[config.mk]
export PLATFORM = sky130hd
export DESIGN_NAME = rtd_regs
export DESIGN_NICKNAME = d
export VERILOG_FILES = /design/src/rtd_pkg.sv /design/src/rtd_regs.sv
export VERILOG_INCLUDE_DIRS = /design/src
export SDC_FILE = /design/constraint.sdc
export NUM_CORES = 1
export LEC_CHECK = 0
export BUFFER_PORTS_ARGS = -buffer_cell sky130_fd_sc_hd__clkbuf_2
export CELL_PAD_IN_SITES_DETAIL_PLACEMENT = 1
export CELL_PAD_IN_SITES_GLOBAL_PLACEMENT = 1
export CORE_MARGIN = 2
export CORE_UTILIZATION = 30
export CTS_CLUSTER_SIZE = 25
export DETAILED_ROUTE_END_ITERATION = 10
export PLACE_DENSITY_LB_ADDON = 0.1
export SYNTH_ARGS = -nofsm -noshare
export SYNTH_HDL_FRONTEND = slang
export SYNTH_SLANG_ARGS = --single-unit
[constraint.sdc]
create_clock -name clk_sys -period 3.5 [get_ports clk_sys]
set_input_delay 0.175 -clock clk_sys [delete_from_list [all_inputs] [get_ports clk_sys]]
set_output_delay 0.175 -clock clk_sys [all_outputs]
set_load 0.01 [all_outputs]
[src/rtd_params.svh]
// Offsets, field positions, reset values and timing counts of the clock word registers.
// Included by the register module and the bench; holds definitions only.
`ifndef RTD_PARAMS_SVH
`define RTD_PARAMS_SVH

// Register offsets on the register port
`define RTD_ADDR_TIME 6'h14
`define RTD_ADDR_TIME_ALARM 6'h15
`define RTD_ADDR_DAY 6'h16
`define RTD_ADDR_DAY_ALARM 6'h17

// Field positions
`define RTD_SEC_MSB 16
`define RTD_CAL_LSB 17
`define RTD_CAL_MSB 21
`define RTD_MODE_LSB 22
`define RTD_MODE_MSB 23
`define RTD_SPARE_LSB 17
`define RTD_SPARE_MSB 22
`define RTD_DISABLE_BIT 23
`define RTD_DAY_MSB 14

// Reset values
`define RTD_TIME_RST 24'h00_0000
`define RTD_SEC_ALARM_RST 17'h1_ffff
`define RTD_SPARE_RST 6'h00
`define RTD_DAY_RST 15'h0000
`define RTD_DAY_ALARM_RST 15'h7fff

// Seconds in one day less one (86399); the last count before rollover
`define RTD_SEC_LAST 17'h1_517f

`endif

[src/rtd_pkg.sv]
// Types shared by the clock word registers.
// Assumes a tool that takes packed structs; needs no header of its own.
`default_nettype none
package rtd_pkg;
    typedef struct packed {
        logic [1:0] cal_mode;
        logic [4:0] cal_count;
        logic [16:0] seconds;
    } rtd_time_t;

    typedef struct packed {
        logic clock_disable;
        logic [5:0] spare;
        logic [16:0] seconds_alarm;
    } rtd_alarm_t;

    typedef struct packed {
        logic [5:0] addr;
        logic wr_en;
        logic rd_en;
        logic [23:0] wr_data;
    } rtd_req_t;
endpackage
`default_nettype wire

[src/rtd_regs.sv]
// Real time clock words: time of day, time alarm, day counter, day alarm.
// Assumes the chip's serial front end delivers decoded word accesses on clk_sys,
// and a once-per-second tick arriving asynchronously on a pin.
`timescale 1ns/1ps
`default_nettype none
`include "rtd_params.svh"

// Notes on behaviour
// - Time word: seconds 0-16, calibration count 17-21, mode 22-23, reset zero.
// - Alarm word: seconds alarm resets all ones, spares zero, bit 23 disables clock.
// - Day counter bits 0-14 read/write reset zero; bits 15-23 read zero.
// - Day alarm bits 0-14 read/write reset ones; bits 15-23 read zero.
module rtd_regs
    import rtd_pkg::*;
(
    // Clock and clock power-on reset
    input wire logic clk_sys,
    input wire logic arst_n,
    // Register port
    input wire rtd_req_t reg_req,
    output logic [23:0] reg_rd_data,
    output logic reg_rd_valid,
    // Second tick from the oscillator divider
    input wire logic second_tick_pin,
    // Status
    output logic alarm_event,
    output logic clock_running
);
    rtd_time_t time_word;
    rtd_time_t next_time_word;
    rtd_alarm_t alarm_word;
    rtd_alarm_t next_alarm_word;
    logic [14:0] day_count;
    logic [14:0] next_day_count;
    logic [14:0] date_alarm;
    logic [14:0] next_date_alarm;
    logic [23:0] next_rd_data;
    logic next_rd_valid;
    logic tick_meta;
    logic tick_sync;
    logic tick_prev;
    logic tick;
    logic match;
    logic match_q;
    logic next_alarm_event;
    logic next_clock_running;

    // Address decode, shared by the write and read paths
    function automatic logic hit(input logic [5:0] a, input logic [5:0] target);
        hit = (a == target);
    endfunction

    // Two-stage tick synchroniser; edge taken after the second stage only
    always_ff @(posedge clk_sys or negedge arst_n)
    begin
        if (!arst_n)
        begin
            tick_meta <= 1'b0;
            tick_sync <= 1'b0;
            tick_prev <= 1'b0;
        end
        else
        begin
            tick_meta <= second_tick_pin;
            tick_sync <= tick_meta;
            tick_prev <= tick_sync;
        end
    end

    assign tick = tick_sync & ~tick_prev;
    assign match = (time_word.seconds == alarm_word.seconds_alarm) && (day_count == date_alarm);

    // Next state of the words; a host write wins over a tick in the same cycle
    // Day count wraps silently at 15 bits; calibration fields are stored only,
    // so any rate trimming has to live in the oscillator divider
    always_comb
    begin
        next_time_word = time_word;
        next_alarm_word = alarm_word;
        next_day_count = day_count;
        next_date_alarm = date_alarm;
        if (tick && !alarm_word.clock_disable)
        begin
            if (time_word.seconds == `RTD_SEC_LAST)
            begin
                next_time_word.seconds = 17'h0_0000;
                next_day_count = day_count + 15'h0001;
            end
            else
            begin
                next_time_word.seconds = time_word.seconds + 17'h0_0001;
            end
        end
        if (reg_req.wr_en)
        begin
            if (hit(reg_req.addr, `RTD_ADDR_TIME))
                next_time_word = rtd_time_t'(reg_req.wr_data);
            if (hit(reg_req.addr, `RTD_ADDR_TIME_ALARM))
                next_alarm_word = rtd_alarm_t'(reg_req.wr_data);
            if (hit(reg_req.addr, `RTD_ADDR_DAY))
                next_day_count = reg_req.wr_data[`RTD_DAY_MSB:0];
            if (hit(reg_req.addr, `RTD_ADDR_DAY_ALARM))
                next_date_alarm = reg_req.wr_data[`RTD_DAY_MSB:0];
        end
    end

    // Word registers; reset is the clock's own power-on reset
    always_ff @(posedge clk_sys or negedge arst_n)
    begin
        if (!arst_n)
        begin
            time_word <= `RTD_TIME_RST;
            alarm_word <= {1'b0, `RTD_SPARE_RST, `RTD_SEC_ALARM_RST};
            day_count <= `RTD_DAY_RST;
            date_alarm <= `RTD_DAY_ALARM_RST;
        end
        else
        begin
            time_word <= next_time_word;
            alarm_word <= next_alarm_word;
            day_count <= next_day_count;
            date_alarm <= next_date_alarm;
        end
    end

    // Read mux; unused upper day bits and unmapped offsets read zero
    always_comb
    begin
        next_rd_valid = reg_req.rd_en;
        next_rd_data = reg_rd_data;
        if (reg_req.rd_en)
        begin
            next_rd_data = 24'h00_0000;
            if (hit(reg_req.addr, `RTD_ADDR_TIME))
                next_rd_data = time_word;
            if (hit(reg_req.addr, `RTD_ADDR_TIME_ALARM))
                next_rd_data = alarm_word;
            if (hit(reg_req.addr, `RTD_ADDR_DAY))
                next_rd_data = {9'h000, day_count};
            if (hit(reg_req.addr, `RTD_ADDR_DAY_ALARM))
                next_rd_data = {9'h000, date_alarm};
        end
    end

    // Alarm fires once on entering a match, not every cycle it holds;
    // running flag follows the disable bit as it is being stored
    always_comb
    begin
        next_alarm_event = match & ~match_q;
        next_clock_running = ~next_alarm_word.clock_disable;
    end

    // Read data, alarm edge and running flag registers
    always_ff @(posedge clk_sys or negedge arst_n)
    begin
        if (!arst_n)
        begin
            reg_rd_data <= 24'h00_0000;
            reg_rd_valid <= 1'b0;
            match_q <= 1'b1;
            alarm_event <= 1'b0;
            clock_running <= 1'b0;
        end
        else
        begin
            reg_rd_data <= next_rd_data;
            reg_rd_valid <= next_rd_valid;
            match_q <= match;
            alarm_event <= next_alarm_event;
            clock_running <= next_clock_running;
        end
    end

    // Checks
    a_time_write: assert property (@(posedge clk_sys) disable iff (!arst_n)
        reg_req.wr_en && reg_req.addr == `RTD_ADDR_TIME |=> time_word == $past(reg_req.wr_data))
        else $error("time word write not stored");
    a_alarm_write: assert property (@(posedge clk_sys) disable iff (!arst_n)
        reg_req.wr_en && reg_req.addr == `RTD_ADDR_TIME_ALARM |=> alarm_word == $past(reg_req.wr_data))
        else $error("alarm word write not stored");
    a_day_read_zero: assert property (@(posedge clk_sys) disable iff (!arst_n)
        reg_req.rd_en && reg_req.addr == `RTD_ADDR_DAY |=> reg_rd_valid && reg_rd_data[23:15] == 9'h000
        && reg_rd_data[14:0] == $past(day_count))
        else $error("day read wrong or upper bits set");
    a_day_alarm_read: assert property (@(posedge clk_sys) disable iff (!arst_n)
        reg_req.rd_en && reg_req.addr == `RTD_ADDR_DAY_ALARM |=> reg_rd_data == {9'h000, $past(date_alarm)})
        else $error("day alarm read wrong");
    a_disable_freeze: assert property (@(posedge clk_sys) disable iff (!arst_n)
        alarm_word.clock_disable && !reg_req.wr_en |=> $stable(time_word.seconds) && $stable(day_count))
        else $error("counters moved while disabled");
    a_tick_advance: assert property (@(posedge clk_sys) disable iff (!arst_n)
        tick && !alarm_word.clock_disable && !reg_req.wr_en && time_word.seconds != `RTD_SEC_LAST
        |=> time_word.seconds == $past(time_word.seconds) + 17'h0_0001)
        else $error("seconds did not advance on tick");
    a_day_rollover: assert property (@(posedge clk_sys) disable iff (!arst_n)
        tick && !alarm_word.clock_disable && !reg_req.wr_en && time_word.seconds == `RTD_SEC_LAST
        |=> time_word.seconds == 17'h0_0000 && day_count == $past(day_count) + 15'h0001)
        else $error("day rollover wrong");
    a_alarm_cause: assert property (@(posedge clk_sys) disable iff (!arst_n)
        alarm_event |-> $past(match) && !$past(match_q))
        else $error("alarm event without new match");
    a_alarm_single: assert property (@(posedge clk_sys) disable iff (!arst_n)
        alarm_event |=> !alarm_event)
        else $error("alarm event longer than one cycle");
    a_time_read: assert property (@(posedge clk_sys) disable iff (!arst_n)
        reg_req.rd_en && reg_req.addr == `RTD_ADDR_TIME |=> reg_rd_valid && reg_rd_data == $past(time_word))
        else $error("time word read wrong");
    a_time_hold: assert property (@(posedge clk_sys) disable iff (!arst_n)
        !tick && !reg_req.wr_en |=> $stable(time_word))
        else $error("time word changed without tick or write");
    a_alarm_read: assert property (@(posedge clk_sys) disable iff (!arst_n)
        reg_req.rd_en && reg_req.addr == `RTD_ADDR_TIME_ALARM |=> reg_rd_valid && reg_rd_data == $past(alarm_word))
        else $error("alarm word read wrong");
    a_running_flag: assert property (@(posedge clk_sys) disable iff (!arst_n)
        $past(arst_n) |-> clock_running == !alarm_word.clock_disable)
        else $error("running flag disagrees with disable bit");
    a_day_write: assert property (@(posedge clk_sys) disable iff (!arst_n)
        reg_req.wr_en && reg_req.addr == `RTD_ADDR_DAY |=> day_count == $past(reg_req.wr_data[`RTD_DAY_MSB:0]))
        else $error("day write not stored");
    a_read_idle: assert property (@(posedge clk_sys) disable iff (!arst_n)
        !reg_req.rd_en |=> !reg_rd_valid)
        else $error("read valid without read strobe");
    a_date_alarm_write: assert property (@(posedge clk_sys) disable iff (!arst_n)
        reg_req.wr_en && reg_req.addr == `RTD_ADDR_DAY_ALARM |=> date_alarm == $past(reg_req.wr_data[`RTD_DAY_MSB:0]))
        else $error("day alarm write not stored");
endmodule
`default_nettype wire

==> impl_metrics.yaml <==
job:
  cap_violations: 0
setup_path:
  cp-end-kind: "flip-flop"
  cpPeakStageDelay_ns: 0.62
  cp.depth: 5
  r2r_cells: 5
  crit_buf_inv: 0
  start_kind: "flip-flop"
  crit_path_frequent_cell: "nand2_1"
  path_class: "reg -> reg"
  crit_slowest_cell: "nor3_4"
  path_max_fanout: 15
  r2r_slack_ns: 1.01
  required_ns: 3.74
  critPathTopFamily: "simple AND/OR/NAND/NOR gates"
  worstPathArrival_ns: 2.73
  crit_path_cell_trace: "or4b_1 > nor3_4 > nand2_1 > nand2_1 > o21ai_0"
pwr:
  p_sw_mw: 1.096
  cellPowerDensity_nw_per_um2: 526.8
  clkPwrFrac_pct: 30.3
  pwr-share-seq_pct: 50.4
  p_sw_share_pct: 32.21
  p_int_mw: 2.306
  leakagePower_nw: 2.722
  combPwrFrac_pct: 19.2
  ir_drop_mv: 0.2459
timing:
  tightest_slew_ns: 1.122
  min_period_ns: 2.491
  finalWorstSetupSlack_ns: 1.009
  fin_skew_ns: 0.01222
  maxSlewHeadroom_pct: 25.23
  whs_ns: 0.01627
  fin_tns_setup_ns: 0
  fin_crit_sh_pct: 71.18
  hold_violations: 0
  fmax_mhz: 401.4
  setup_viol: 0
  maxSlewViolCount: 0
  rsz0062_at_grt: "false"
detailed_routing:
  detail_route.wl_per_cell_um: 20.36
  drc: 0
  ant_nets: 0
  initialDrtViolationCount: 190
  via_count: 3974
  drt-total-wl_um: 16180
  via_per_inst: 4.999
  dr.pass1.iters: 4
synth:
  synth.distinct_cells: 41
  synthSimpleGateAreaFrac_pct: 14.46
  synth_most_common_cell: "dfrtp_1"
  synthAdderAreaFrac_pct: 0.4491
  seq_area_frac_synth_pct: 49.70
  syn_area_per_cell_um2: 11.01
  synth_top_family_by_area: "multiplexers"
  synth-compound-area-share_pct: 5.906
  yosysTopAreaCell: "dfrtp_1"
  synth_fp_nets: 543
  ys.warnings.count: 0
  yosys-top-cells-area: "dfrtp_1 34%, dfstp_2 16%, mux2_2 7.5%, xor2_1 7.2%, mux4_2 6.1%"
  synth_flop_cell: "dfrtp_1"
  netlist_area_um2: 5572
  async_flop_share_pct: 100.0
  ys_ff_latch: 109
  synth_top_area_share_pct: 34.13
  synth-xor-area-share_pct: 9.589
  synth_mux_area_share_pct: 15.52
  synth_enable_flop_cells: 0
  synth_commonest_cells: "76 x dfrtp_1, 63 x nand2_1, 46 x xor2_1, 37 x mux2_2"
  netlist_instances: 506
final_layout:
  fin_nets: 598
  synthToLayoutAreaGrowth_pct: 15.92
  layout-drive-gt1-share_pct: 32.69
  n_antenna_cell: 0
  fin_cells: 795
  final_area_um2: 6459
  fill_cells: 1999
floorplan:
  floorplan.initialDensity_pct: 30.81
  fp.dieH_um: 140.3
  rows: 49
  die_width_um: 140.3
  dieArea_um2: 19680
  core_area_um2: 18090
  ios: 62
place:
  port_buffers: 61
  hpwl_um: 11600
  place_ws_ns: 1.021
  dp_cells: 777
  placed_cell_area_um2: 6147
  gp_congestion: 0.8063
grt:
  grt_usage_pct: 17.27
  grt_pass1_vias: 4305
  grt-ovfl-total: 0
  grt_antenna_before_repair: 0
  grt_max_degree: 110
  grt_pass1_wl_um: 25830
outcome:
  run_status: "finished, final reports clean"
worst_hold_path:
  hold_class: "in -> reg"
  hold_depth: 3
clocking:
  cts.sinks: 109
  clkTransAtPathRegs_ns: 0.08
  root_buffer: "clkbuf_16"
  cts_buffers: 9
  post_cts_buffers: 0
  h-tree-depth: 3
  cts_tree: "yes"
  clockBufferDepth: 2
  insertion_delay_ns: 0.36
[state kept, by name, summed over array words and instances (netlist names)]
signal,cells
tick_meta,1
time_word,24
date_alarm,15
alarm_word,24
tick_prev,1
clock_running,1
reg_rd_valid,1
match_q,1
alarm_event,1
reg_rd_data,24
day_count,15
tick_sync,1
[what timing repair did]
action	CTS	global route
hold buffers	2	0
gates resized for setup	0	0
hold endpoints to repair	77	0
[stage by stage]
stage	total power, mW	utilization [%]
after floorplan	2.119	-
after global placement	2.386	33.99
after detailed placement	2.398	33.99
after CTS	3.450	35.71
after global routing	3.592	35.71
final	3.402	35.71
[power by group through the flow]
| stage | clock [mW] | sequential [mW] | combinational, mW |
|---|---|---|---|
| final | 1.03 | 1.72 | 0.654 |
| after global routing | 1.11 | 1.75 | 0.727 |
| after CTS | 1.07 | 1.71 | 0.668 |
| after detailed placement | 0 | 1.74 | 0.660 |
| after global placement | 0 | 1.73 | 0.659 |
| after floorplan | 0 | 1.62 | 0.495 |
[final timing paths]
kind	start	to
setup / recovery	time_word[13]	time_word[14]
setup reg to reg	time_word[13]	time_word[14]
hold / removal	reg_req[20]	time_word[20]
max in group asynchronous	arst_n	time_word[9]
min in group asynchronous	arst_n	time_word[13]
hold reg to reg	tick_meta	tick_sync
[final cells by class]
| cell class | instances | area (um2) | area share (%) |
|---|---|---|---|
| clock inverters | 6 | 52.55 | 0.8136 |
| multi-input cells | 339 | 2584 | 40.00 |
| repair buffers | 74 | 422.9 | 6.548 |
| clock buffers | 10 | 239.0 | 3.700 |
| well taps | 229 | 286.5 | 4.436 |
| inverters | 28 | 105.1 | 1.627 |
| flip-flops and latches | 109 | 2769 | 42.87 |
[layer usage]
metal | wire [um] | share of wire (%) | up-vias | GRT usage, %
li1 | - | - | 1874 | -
met1 | 7943 | 49 | 2022 | 24.46
met2 | 7460 | 46 | 66 | 27.63
met3 | 580 | 3.6 | 12 | 2.838
met4 | 200 | 1.2 | 0 | 4.466
met5 | 0 | 0 | - | 0
[worst reg2reg max path, cell delays in order (launching register included)]
cell and delay, ns:
dfrtp_1 0.48, or4b_1 0.59, nor3_4 0.62, nand2_1 0.27, nand2_1 0.27, o21ai_0 0.14
[cell families (layout without fill, tap and decap cells)]
family          after synthesis  after routing
fa+ha+maj                     2              2
buf+inv                      58            118
xor+xnor                     61             61
flops                       109            109
compound gates               59             59
mux                          63             63
simple gates                154            154
[cell usage in the layout (no fill, tap or decap), types with 11 or more instances in the layout]
cell type | netlist | routed
mux2i_1 | 11 | 11
inv_1 | 28 | 28
xnor2_1 | 15 | 15
nand4_1 | 21 | 21
dfrtp_1 | 76 | 76
mux2_2 | 37 | 37
dfstp_2 | 33 | 33
buf_4 | 0 | 11
xor2_1 | 46 | 46
nand2_1 | 63 | 63
clkbuf_2 | 0 | 60
o21ai_0 | 33 | 33
mux4_2 | 15 | 15
nand3_1 | 26 | 26
No activity file was read; power rests on OpenSTA's default activity.
